===== src/rtl/ess_pkg.sv =====
// Shared constants, types and the alias-write helper for the status and statistics block.
// Assumes a plain word-addressed register port with byte enables and one clock domain.
package ess_pkg;

	// Register port widths, counter width and number of counters.
	localparam int ADDR_W = 8;
	localparam int DATA_W = 32;
	localparam int CNT_W = 16;
	localparam int NUM_STATS = 3;

	// Each register owns a 16-byte group; addr[7:4] picks the group.
	localparam logic [3:0] GRP_STATUS = 4'h0;
	localparam logic [3:0] GRP_STAT_BASE = 4'h1;
	localparam logic [3:0] GRP_CONTROL = 4'h4;
	localparam logic [3:0] GRP_IRQ = 4'h5;

	// Byte offsets of the main registers; +4, +8, +C are the set, clear and invert aliases.
	localparam logic [7:0] OFS_CONTROLLER_STATUS = 8'h00;
	localparam logic [7:0] OFS_RX_DROPPED_FRAME_STAT = 8'h10;
	localparam logic [7:0] OFS_TX_GOOD_FRAME_STAT = 8'h20;
	localparam logic [7:0] OFS_TX_ONE_COLLISION_STAT = 8'h30;
	localparam logic [7:0] OFS_CONTROL_REG_ONE = 8'h40;
	localparam logic [7:0] OFS_INTERRUPT_FLAG_REG = 8'h50;

	// Counter slot order inside the statistics array.
	localparam int STAT_DROPPED = 0;
	localparam int STAT_TX_GOOD = 1;
	localparam int STAT_ONE_COL = 2;

	// Field positions.
	localparam int BIT_MODULE_ACTIVE = 7;
	localparam int BIT_TX_ACTIVE = 6;
	localparam int BIT_RX_ACTIVE = 5;
	localparam int BIT_MODULE_ON = 15;
	localparam int BIT_RX_OVERRUN = 0;

	// Values after reset.
	localparam logic [15:0] RST_COUNT = 16'h0000;
	localparam logic RST_FLAG = 1'b0;
	localparam logic [31:0] RD_IDLE = 32'h0000_0000;

	// Kind of write selected by addr[3:2].
	typedef enum logic [1:0] {
		WOP_PLAIN,
		WOP_SET,
		WOP_CLEAR,
		WOP_INVERT
	} ess_wop_e;

	// Applies a byte-masked plain, set, clear or invert write to a 16-bit register image.
	function automatic logic [15:0] ess_apply_wop(input logic [15:0] old, input logic [15:0] din,
			input logic [15:0] mask, input ess_wop_e op);
		logic [15:0] d;
		d = din & mask;
		case (op)
			WOP_PLAIN: ess_apply_wop = (old & ~mask) | d;
			WOP_SET: ess_apply_wop = old | d;
			WOP_CLEAR: ess_apply_wop = old & ~d;
			default: ess_apply_wop = old ^ d;
		endcase
	endfunction

endpackage


===== src/rtl/ess_status_stats.sv =====
// Status flags and frame statistics of the Ethernet controller, behind a plain register port.
// Assumes the engines drive synchronous activity levels and one-cycle event pulses on core_clk.
//
// Notes on behaviour
// - Tx active bit 6 follows transmit activity.
// - Tx active falls on any transmit end.
// - Rx active bit 5 follows receive activity.
// - Rx active falls on any receive end.
// - The tx and rx active flags each see only their direction.
// - Module enable bit 15 low forces the tx and rx active flags zero.
// - Status bits 4 to 0 read zero.
// - Counts in bits 15-0, upper bits zero.
// - Dropped counter counts overrun-dropped filtered frames.
// - Each overrun drop sets interrupt bit 0.
// - Good transmit counter counts successful frames.
// - One-collision counter counts second-try successes.
// - Reading a counter clears it unless bytes 0/1 off.
// - Counters are zero after reset.
// - Overrun flag holds until reset or clear.
//
// Local design decisions: the address map and the address-and-strobe port.
`timescale 1ns/1ns
module ess_status_stats
	import ess_pkg::*;
(
	// Clock, reset and freeze.
	input wire logic core_clk,
	input wire logic rst,
	input wire logic ce,
	// Register port.
	input wire logic [ADDR_W-1:0] reg_addr,
	input wire logic [DATA_W-1:0] reg_wdata,
	input wire logic [3:0] reg_be,
	input wire logic reg_wr,
	input wire logic reg_rd,
	output logic [DATA_W-1:0] reg_rdata,
	// Engine activity levels.
	input wire logic tx_engine_busy,
	input wire logic rx_engine_busy,
	// Engine event pulses.
	input wire logic rx_overrun_drop,
	input wire logic tx_frame_ok,
	input wire logic tx_frame_one_col,
	// State seen by the rest of the controller.
	output logic module_on,
	output logic tx_active_flag,
	output logic rx_active_flag,
	output logic module_active_flag,
	output logic rx_fifo_overrun_flag
);

	// Address decode pieces.
	logic [3:0] grp; // Register group.
	ess_wop_e wop; // Alias kind of the access.
	logic [15:0] wmask; // Byte-lane mask over the implemented low half.
	logic low_lanes; // Byte 0 or byte 1 enabled.

	// Next values of the control and flag state.
	logic next_module_on;
	logic next_tx_active;
	logic next_rx_active;
	logic next_module_active;
	logic next_overrun;
	logic [DATA_W-1:0] next_rdata;

	// Statistics counters, one slot per counter.
	logic [NUM_STATS-1:0] stat_inc; // Event into each counter.
	logic [NUM_STATS-1:0] stat_hit; // Access falls on each counter group.
	logic [15:0] stat_count [NUM_STATS]; // Current counts.

	// Split the address; the low two bits are ignored as accesses are word aligned.
	always_comb begin
		grp = reg_addr[7:4];
		wop = ess_wop_e'(reg_addr[3:2]);
		wmask = {{8{reg_be[1]}}, {8{reg_be[0]}}};
		low_lanes = reg_be[0] | reg_be[1];
	end

	// Route each engine event to its own counter.
	always_comb begin
		stat_inc = '0;
		stat_inc[STAT_DROPPED] = rx_overrun_drop;
		stat_inc[STAT_TX_GOOD] = tx_frame_ok;
		stat_inc[STAT_ONE_COL] = tx_frame_one_col;
	end

	// One counter per statistics register, each in its own 16-byte group.
	genvar gi;
	generate
		for (gi = 0; gi < NUM_STATS; gi++) begin : g_stat
			// Group number of this counter.
			assign stat_hit[gi] = (grp == GRP_STAT_BASE + 4'(gi));

			// Reads clear only at the main address, and only with byte 0 or 1 enabled.
			ess_stat_counter u_cnt (
				.core_clk(core_clk),
				.rst(rst),
				.ce(ce),
				.inc(stat_inc[gi]),
				.rd_clear(reg_rd & stat_hit[gi] & (wop == WOP_PLAIN) & low_lanes),
				.wr_en(reg_wr & stat_hit[gi]),
				.wr_op(wop),
				.wr_data(reg_wdata[15:0]),
				.wr_mask(wmask),
				.count(stat_count[gi])
			);
		end
	endgenerate

	// Control register: only the module enable bit is held here.
	always_comb begin
		logic [15:0] img;
		img = 16'h0000;
		img[BIT_MODULE_ON] = module_on;
		next_module_on = module_on;
		if (reg_wr && grp == GRP_CONTROL) begin
			img = ess_apply_wop(img, reg_wdata[15:0], wmask, wop);
			next_module_on = img[BIT_MODULE_ON];
		end
	end

	// Activity flags are sampled from the engines, so they lag activity by one cycle.
	// The tx and rx flags each look only at their own engine and are forced low while the module is off.
	always_comb begin
		next_tx_active = module_on & tx_engine_busy;
		next_rx_active = module_on & rx_engine_busy;
		// The module stays busy while enabled or while an engine finishes after switch-off.
		next_module_active = module_on | tx_engine_busy | rx_engine_busy;
	end

	// Overrun flag: software may write it through any alias, but a drop in the same
	// cycle wins, because losing an overflow report would hide lost frames.
	always_comb begin
		logic [15:0] img;
		img = 16'h0000;
		img[BIT_RX_OVERRUN] = rx_fifo_overrun_flag;
		next_overrun = rx_fifo_overrun_flag;
		if (reg_wr && grp == GRP_IRQ) begin
			img = ess_apply_wop(img, reg_wdata[15:0], wmask, wop);
			next_overrun = img[BIT_RX_OVERRUN];
		end
		if (rx_overrun_drop) begin
			next_overrun = 1'b1;
		end
	end

	// Read data for the cycle after the strobe; alias and unmapped addresses read zero.
	always_comb begin
		next_rdata = RD_IDLE;
		if (reg_rd && wop == WOP_PLAIN) begin
			case (grp)
				GRP_STATUS: begin
					// Low five bits and everything above bit 7 stay zero.
					next_rdata[BIT_MODULE_ACTIVE] = module_active_flag;
					next_rdata[BIT_TX_ACTIVE] = tx_active_flag;
					next_rdata[BIT_RX_ACTIVE] = rx_active_flag;
				end
				GRP_CONTROL: begin
					next_rdata[BIT_MODULE_ON] = module_on;
				end
				GRP_IRQ: begin
					next_rdata[BIT_RX_OVERRUN] = rx_fifo_overrun_flag;
				end
				default: begin
					// Counters show the value before any clear of this same read.
					for (int i = 0; i < NUM_STATS; i++) begin
						if (stat_hit[i]) begin
							next_rdata = {16'h0000, stat_count[i]};
						end
					end
				end
			endcase
		end
	end

	// Control and flag registers; all outputs come straight from here.
	always_ff @(posedge core_clk or posedge rst) begin
		if (rst) begin
			module_on <= RST_FLAG;
			tx_active_flag <= RST_FLAG;
			rx_active_flag <= RST_FLAG;
			module_active_flag <= RST_FLAG;
			rx_fifo_overrun_flag <= RST_FLAG;
			reg_rdata <= RD_IDLE;
		end else if (ce) begin
			module_on <= next_module_on;
			tx_active_flag <= next_tx_active;
			rx_active_flag <= next_rx_active;
			module_active_flag <= next_module_active;
			rx_fifo_overrun_flag <= next_overrun;
			reg_rdata <= next_rdata;
		end
	end

endmodule


===== src/rtl/ess_stat_counter.sv =====
// One clear-on-read 16-bit frame statistics counter with alias writes.
// Assumes the parent decodes the address and qualifies the read clear with byte enables.
`timescale 1ns/1ns
module ess_stat_counter
	import ess_pkg::*;
(
	// Clock, reset and freeze.
	input wire logic core_clk,
	input wire logic rst,
	input wire logic ce,
	// Counting event, one pulse per frame.
	input wire logic inc,
	// Clearing read of this register.
	input wire logic rd_clear,
	// Alias write of this register.
	input wire logic wr_en,
	input wire ess_wop_e wr_op,
	input wire logic [15:0] wr_data,
	input wire logic [15:0] wr_mask,
	// Current count.
	output logic [15:0] count
);

	logic [15:0] next_count; // Value for the next edge.

	// Write first, then the read clear, then the event, so an event is never swallowed.
	always_comb begin
		next_count = count;
		if (wr_en) begin
			next_count = ess_apply_wop(count, wr_data, wr_mask, wr_op);
		end
		if (rd_clear) begin
			next_count = RST_COUNT;
		end
		if (inc) begin
			// Plain 16-bit add wraps from all ones to zero; read plus event leaves one.
			next_count = next_count + 16'h0001;
		end
	end

	// Count register, zero after reset and frozen while ce is low.
	always_ff @(posedge core_clk or posedge rst) begin
		if (rst) begin
			count <= RST_COUNT;
		end else if (ce) begin
			count <= next_count;
		end
	end

endmodule


===== config.mk =====
export PLATFORM = sky130hd
export DESIGN_NAME = ess_status_stats
export DESIGN_NICKNAME = d
export VERILOG_FILES = /design/src/rtl/ess_pkg.sv /design/src/rtl/ess_status_stats.sv /design/src/rtl/ess_stat_counter.sv
export SDC_FILE = /design/constraint.sdc
export NUM_CORES = 1
export LEC_CHECK = 0
export BUFFER_PORTS_ARGS = -buffer_cell sky130_fd_sc_hd__buf_2
export CAP_MARGIN = 15
export CELL_PAD_IN_SITES_DETAIL_PLACEMENT = 1
export CELL_PAD_IN_SITES_GLOBAL_PLACEMENT = 1
export CORE_UTILIZATION = 44
export CTS_CLUSTER_SIZE = 30
export DETAILED_ROUTE_END_ITERATION = 12
export PLACE_DENSITY_LB_ADDON = 0.15
export SLEW_MARGIN = 5
export SYNTH_ARGS = -nofsm -noshare
export SYNTH_HDL_FRONTEND = slang
export SYNTH_SLANG_ARGS = --single-unit

===== constraint.sdc =====
create_clock -name core_clk -period 3.8 [get_ports core_clk]
set_input_delay 0.38 -clock core_clk [delete_from_list [all_inputs] [get_ports core_clk]]
set_output_delay 0.38 -clock core_clk [all_outputs]
set_load 0.01 [all_outputs]

Word level (Yosys, flattened, before mapping) --
Cells that the tools add are included.
Storage, ports and cells: register bits 85, bits in latches 0, bits in writable memories 0, bits in read-only memories 0, input bits 54, output and inout port bits 37, logic and storage cells 102, memories 0
Operators by class: $add $sub $neg 3, multipliers 0, divide/modulo/power cells 0, order comparisons 0, equality and inequality tests 7, shifts and indexed selects 0, muxes and demuxes 26, bitwise operators 45, reductions and logical operators 12
Operator list (count):
- $pmux 16 s3 | 4
- $mux 16 | 11
- $and 16x16->16 | 9
- $or 16x16->16 | 8
- $mux 32 | 3
- $xor 16x16->16 | 4
- $add 16x1->16 const B | 3
- $not 16->16 | 2
- $and 1x1->1 | 16
- $eq 4x2->1 const B | 2
- $eq 4x3->1 const B | 2
- $mux 7 | 1
- $pmux 3 s2 | 1
- $reduce_or 2->1 | 3
- $or 1x1->1 | 5
- $eq 4x1->1 const B | 1
- $logic_not 4->1 | 1
- $mux 4 | 1
- $pmux 1 s2 | 2
- $reduce_and 2->1 | 2
- $logic_and 1x1->1 | 3
- $pmux 1 s3 | 1
- $reduce_or 3->1 | 1
- $eq 2x1->1 const B | 1
- 5 further kinds | 6

Depth between registers and ports, before layout --
depth in word-level cells 8, gate-level depth with buffers 16, gate-level depth less buffers 13

Cells and area by module --
A second synthesis with hierarchy kept.
Second synthesis, totals: cells, all modules 963, area, all modules 7593.5 µm²
By module, submodules not included:
- ess_stat_counter at g_stat[1].u_cnt | instances 1, cells each 272, area an instance 2113.3 µm², sequential area each 400.4 µm²
- ess_stat_counter at g_stat[2].u_cnt | instances 1, cells each 267, area an instance 1989.4 µm², sequential area each 400.4 µm²
- ess_stat_counter at g_stat[0].u_cnt | instances 1, cells each 252, area an instance 1979.4 µm², sequential area each 400.4 µm²
- ess_status_stats | instances 1, cells each 172, area an instance 1511.4 µm², sequential area each 525.5 µm²

Worst setup path before layout --
OpenSTA, ideal clock, no wires.
path type input to register, start point input port reg_be[0], end point register g_stat[0].u_cnt.count[12], library setup time 82 ps, arrival time 3425 ps, data required time 3718 ps, path slack 293 ps, stages 15, path buffers 3, path through buf_2 -> buf_2 -> buf_2 -> nand2_1 -> ha_1 -> nand2_1 -> o211a_1 -> o21ai_0 -> a21oi_1 -> ha_1 -> nand2_1 -> a221oi_1 -> nand4_1 -> or4_1 -> a31oi_1
Between the ends: cells in the longest elaborated chain, start to end 8, elaborated cells between the ends (all ways) 15, those cells by class add/sub: 1; mux: 4; bitwise: 10
Ends and longest elaborated chain:
- start, declared | line ess_status_stats.sv:33 | input wire logic [3:0] reg_be,
- $and 16x16->16 or $not 16->16 (tied branches)
- $not 16->16 or $and 16x16->16 (tied branches) | line ess_pkg.sv:58, ess_pkg.sv:56
- $and 16x16->16 or $or 16x16->16 (tied branches) | line ess_pkg.sv:58, ess_pkg.sv:56
- $pmux 16 s3 | line ess_pkg.sv:55 | case (op)
- $mux 16 | line ess_stat_counter.sv:29 | if (wr_en) begin
- $mux 16 (*) | line ess_stat_counter.sv:32 | if (rd_clear) begin
- $add 16x1->16 | line ess_stat_counter.sv:37 | next_count = next_count + 16'h0001;
- $mux 16 (*) | line ess_stat_counter.sv:35 | if (inc) begin
- end signal, assigned | line ess_stat_counter.sv:46 | count <= next_count;
- end, declared | line ess_stat_counter.sv:21 | output logic [15:0] count
Mark *: on every way between the ends. The rest lies on a longest branch, timed or not. A chain may end at the register's enable or synchronous reset.

Worst setup path after layout --
start point input port reg_addr[7], end point register g_stat[0].u_cnt.count[12]
Between the ends: cells in the longest elaborated chain, start to end 7, elaborated cells between the ends (all ways) 9, those cells by class add/sub: 1; eq/ne: 1; mux: 3; bitwise: 4
Ends and longest elaborated chain:
- start, declared | line ess_status_stats.sv:31 | input wire logic [ADDR_W-1:0] reg_addr,
- $eq 4x1->1 (*) | line ess_status_stats.sv:92 | assign stat_hit[gi] = (grp == GRP_STAT_BASE + 4'(gi));
- $and 1x1->1 (3 in a row) | line ess_status_stats.sv:100 | .rd_clear(reg_rd & stat_hit[gi] & (wop == WOP_PLAIN) & low_lanes),
- $mux 16 (*) | line ess_stat_counter.sv:32
- $add 16x1->16 | line ess_stat_counter.sv:37
- $mux 16 (*) | line ess_stat_counter.sv:35
Marks and branches as above.

==> reports/results.md <==
Clock tree
- Skew-Pair Late Insertion Delay: 0.36 ns
- CTS max path bufs: 2
- count of buffers added by post-CTS timing repair for setup: 0
- clock buffer count from CTS: 9
- number of H-tree levels: 3
- clock slew at reported path FFs: 0.06 ns
- clock tree root driver cell: sky130_fd_sc_hd__clkbuf_16
- quantity of hold-fixing buffers added after cts: 0
- clock tree from TritonCTS: yes
- post_cts resized: 0
- clock sink count: 69

Logic synthesis
- async set or reset register ratio after synthesis: 100.0%
- biggest area contributors in the synthesized netlist: sky130_fd_sc_hd__dfrtp_1 23%, sky130_fd_sc_hd__ha_1 9.0%, sky130_fd_sc_hd__a21oi_1 5.8%
- Post-Synthesis Cells: 955
- number of flops mapped to enable cells by yosys: 0
- number of different library cells in the post-synthesis netlist: 81
- Synth Register Bits: 69
- cell type contributing the most total cell area after synthesis: sky130_fd_sc_hd__dfrtp_1
- Post-Synthesis Cell Area: 7357 um^2
- sequential share of the synthesized area: 23.47%
- synthesized area per cell: 7.704 um^2
- dominant synthesized flop cell: sky130_fd_sc_hd__dfrtp_1
- top-area cell type share of the netlist area: 23.47%
- total number of yosys warnings: 0

Floorplan
- die footprint: 17240 um^2
- effective utilization at floorplan: 45.65%
- io pins: 91
- placeable core region: 16120 um^2
- DIE WIDTH: 131.3 um
- height of the chip: 131.3 um
- standard-cell rows: 46

STA
- worst hold slack across all endpoints: 0.1134 ns
- number of pins with negative max-slew slack in the final report: 0
- share of the cycle needed by the critical path after routing: 86.01%
- total negative setup slack: 0 ns
- minimum clock period after layout: 3.268 ns
- Worst slew margin: 43.64%
- worst-margin pin slew: 0.8445 ns
- highest achievable clock rate: 306.0 MHz
- Fin Clk Skew: 0.01190 ns
- total setup violations reported at the end of the flow: 0
- hold violation total from the final report: 0
- RSZ-0062 raised after global routing: false

Routing
- Routed Wire Length: 27090 um
- final routed wire length divided by cell count: 22.13 um
- Initial DRC Count: 630
- Detail Route Antenna Nets: 0
- Post-route DRC: 0
- Via Count: 7864
- count of TritonRoute iterations in the first routing pass: 5
- post-detailed-route via-to-cell ratio: 6.425

Critical path
- Max FO, Critical Path: 11
- Largest stage delay, worst path: 0.58 ns
- CP Cell Sequence: buf_2 > or3b_1 > nor2_4 > o21ai_0 > a21oi_1 > ha_1 > nand2_1 > a221oi_1 > buf_4 > nand4_1 > or4_1 > a31oi_1
- worst endpoint data arrival time: 3.55 ns
- type of origin of the critical path: input pin
- capturing element type of the critical path: flop
- cell family with most CP delay: simple AND/OR/NAND/NOR gates
- CP max stage cell: sky130_fd_sc_hd__or3b_1
- Worst Setup Path Type: in2reg
- number of buffer and inverter stages on the critical path: 2
- data required time at the worst endpoint: 4.08 ns

Power
- leakage power: 3.556 nW
- pwr/cell area: 517.4 nW/um^2
- worst vdd rail ir drop: 0.2441 mV
- Final Power: 4.297 mW

Cells and area
- leading cell types in the layout, fill and taps excluded: 97 x sky130_fd_sc_hd__nor2_1, 85 x sky130_fd_sc_hd__a21oi_1, 82 x sky130_fd_sc_hd__nand2_1, 69 x sky130_fd_sc_hd__dfrtp_1, 61 x sky130_fd_sc_hd__o21ai_0
- leading cell type in the layout, fill and taps excluded: sky130_fd_sc_hd__nor2_1
- fraction of final layout cells sized beyond drive strength 1: 14.88%
- final design utilization: 51.53%
- number of nets in the layout: 1110
- area added between synthesis and finish: 12.87%
- count of inserted antenna diode cells: 0

Status
- outcome: completed

Global routing
- global-route usage over all layers: 31.78%
- GRT overflow: 0
- pin count of the biggest net entering global routing: 59
- vias in the first global route: 7583
- initial antenna violation count: 1
- global-route wire length before repair: 42990 um

Placement
- half-perimeter wire length of the detailed placement result: 20170 um
- # port buffers: 54
- last weighted congestion value of the routability-driven placer: 0.8980

Run
- max-capacitance violation count: 0

Min path
- worst min-delay path category: in2async

[worst register-to-register path, delay by kind of cell, from the launching register on]
family          cells  cell delay [ns]
flops               1             0.44
fa+ha+maj           2             0.52
simple gates        3             0.84
compound gates      5             1.11
buf+inv             1             0.20
[logic make-up after synthesis]
kind of cell / synth area share, %
other: 0.05097
AO/OA/AOI/OAI: 30.46
adder cells (fa/ha/maj): 9.014
flip-flops: 23.47
XOR/XNOR: 2.500
AND/OR/NAND/NOR: 24.13
multiplexers: 3.452
buffers and inverters: 6.922
[Yosys cell counts, types with 7 or more instances]
library cell	instances
sky130_fd_sc_hd__buf_2	17
sky130_fd_sc_hd__nor2_1	97
sky130_fd_sc_hd__a211oi_1	9
sky130_fd_sc_hd__nand3_1	16
sky130_fd_sc_hd__nand2_1	82
sky130_fd_sc_hd__o2bb2ai_1	15
sky130_fd_sc_hd__nor4_1	7
sky130_fd_sc_hd__mux2i_1	22
sky130_fd_sc_hd__o211ai_1	11
sky130_fd_sc_hd__nor3_1	20
sky130_fd_sc_hd__buf_1	11
sky130_fd_sc_hd__a21o_1	9
sky130_fd_sc_hd__a32oi_1	9
sky130_fd_sc_hd__clkbuf_1	33
sky130_fd_sc_hd__a22oi_1	9
sky130_fd_sc_hd__nor2b_1	12
sky130_fd_sc_hd__and2_1	10
sky130_fd_sc_hd__buf_4	16
sky130_fd_sc_hd__o31ai_1	12
sky130_fd_sc_hd__or3_1	13
sky130_fd_sc_hd__nand2b_1	34
sky130_fd_sc_hd__nand4_1	11
sky130_fd_sc_hd__or2_2	10
sky130_fd_sc_hd__dfrtp_1	69
sky130_fd_sc_hd__inv_1	29
sky130_fd_sc_hd__xnor2_1	12
sky130_fd_sc_hd__a21oi_1	85
sky130_fd_sc_hd__o21ai_0	61
sky130_fd_sc_hd__xor2_1	9
sky130_fd_sc_hd__ha_1	53
sky130_fd_sc_hd__a31oi_1	33
[final timing paths]
check | from | to | slack [ns] | cells after the start
setup / recovery | reg_addr[7] | g_stat[0].u_cnt.count[12]$_DFFE_PP0P_ | 0.53 | 12
hold / removal | rst | g_stat[0].u_cnt.count[12]$_DFFE_PP0P_ | 0.11 | 2
setup reg to reg | g_stat[0].u_cnt.count[1]$_DFFE_PP0P_ | g_stat[0].u_cnt.count[12]$_DFFE_PP0P_ | 0.61 | 11
hold reg to reg | reg_rdata[5]$_DFFE_PP0P_ | reg_rdata[5]$_DFFE_PP0P_ | 0.48 | 1
max in group asynchronous | rst | g_stat[0].u_cnt.count[5]$_DFFE_PP0P_ | 2.76 | 3
min in group core_clk | rx_engine_busy | rx_active_flag$_DFFE_PP0P_ | 0.29 | 3
[metal layers]
metal | track usage, % | share of wire, %
met5 | 0 | 0.044
met4 | 12.34 | 2.7
met3 | 3.511 | 5.5
met2 | 50.27 | 46
met1 | 44.17 | 46
[per-stage QoR]
stage	area (um^2)	setup WS [ns]	cells
floorplan	7413	0.2931	970
global placement	7955	0.3464	1208
detailed placement	7955	0.2329	1208
CTS	8304	0.5819	1224
global route	8304	0.3948	1224
finish	8304	0.5318	1224
[flip-flops by register name, indices dropped and copies added (netlist names)]
signal and flops:
module_active_flag 1, rx_active_flag 1, reg_rdata 16, module_on 1, g_stat.u_cnt.count 48, tx_active_flag 1, rx_fifo_overrun_flag 1
[report_power, final]
part / internal [mW] / switching [mW] / leakage (nW)
registers: 0.928 / 0.279 / 0.790
clock network: 0.659 / 0.374 / 0.165
logic: 0.853 / 1.20 / 2.60
[cell type report]
| type | count | area (um^2) |
|---|---|---|
| multi-input cells | 791 | 5177 |
| repair buffers | 101 | 663.1 |
| well taps | 216 | 270.3 |
| fillers | 2018 | 7811 |
| inverters | 31 | 117.6 |
| flip-flops and latches | 69 | 1727 |
| clock buffers | 10 | 239.0 |
| clock inverters | 6 | 110.1 |
(Power assumes the default switching activity.)
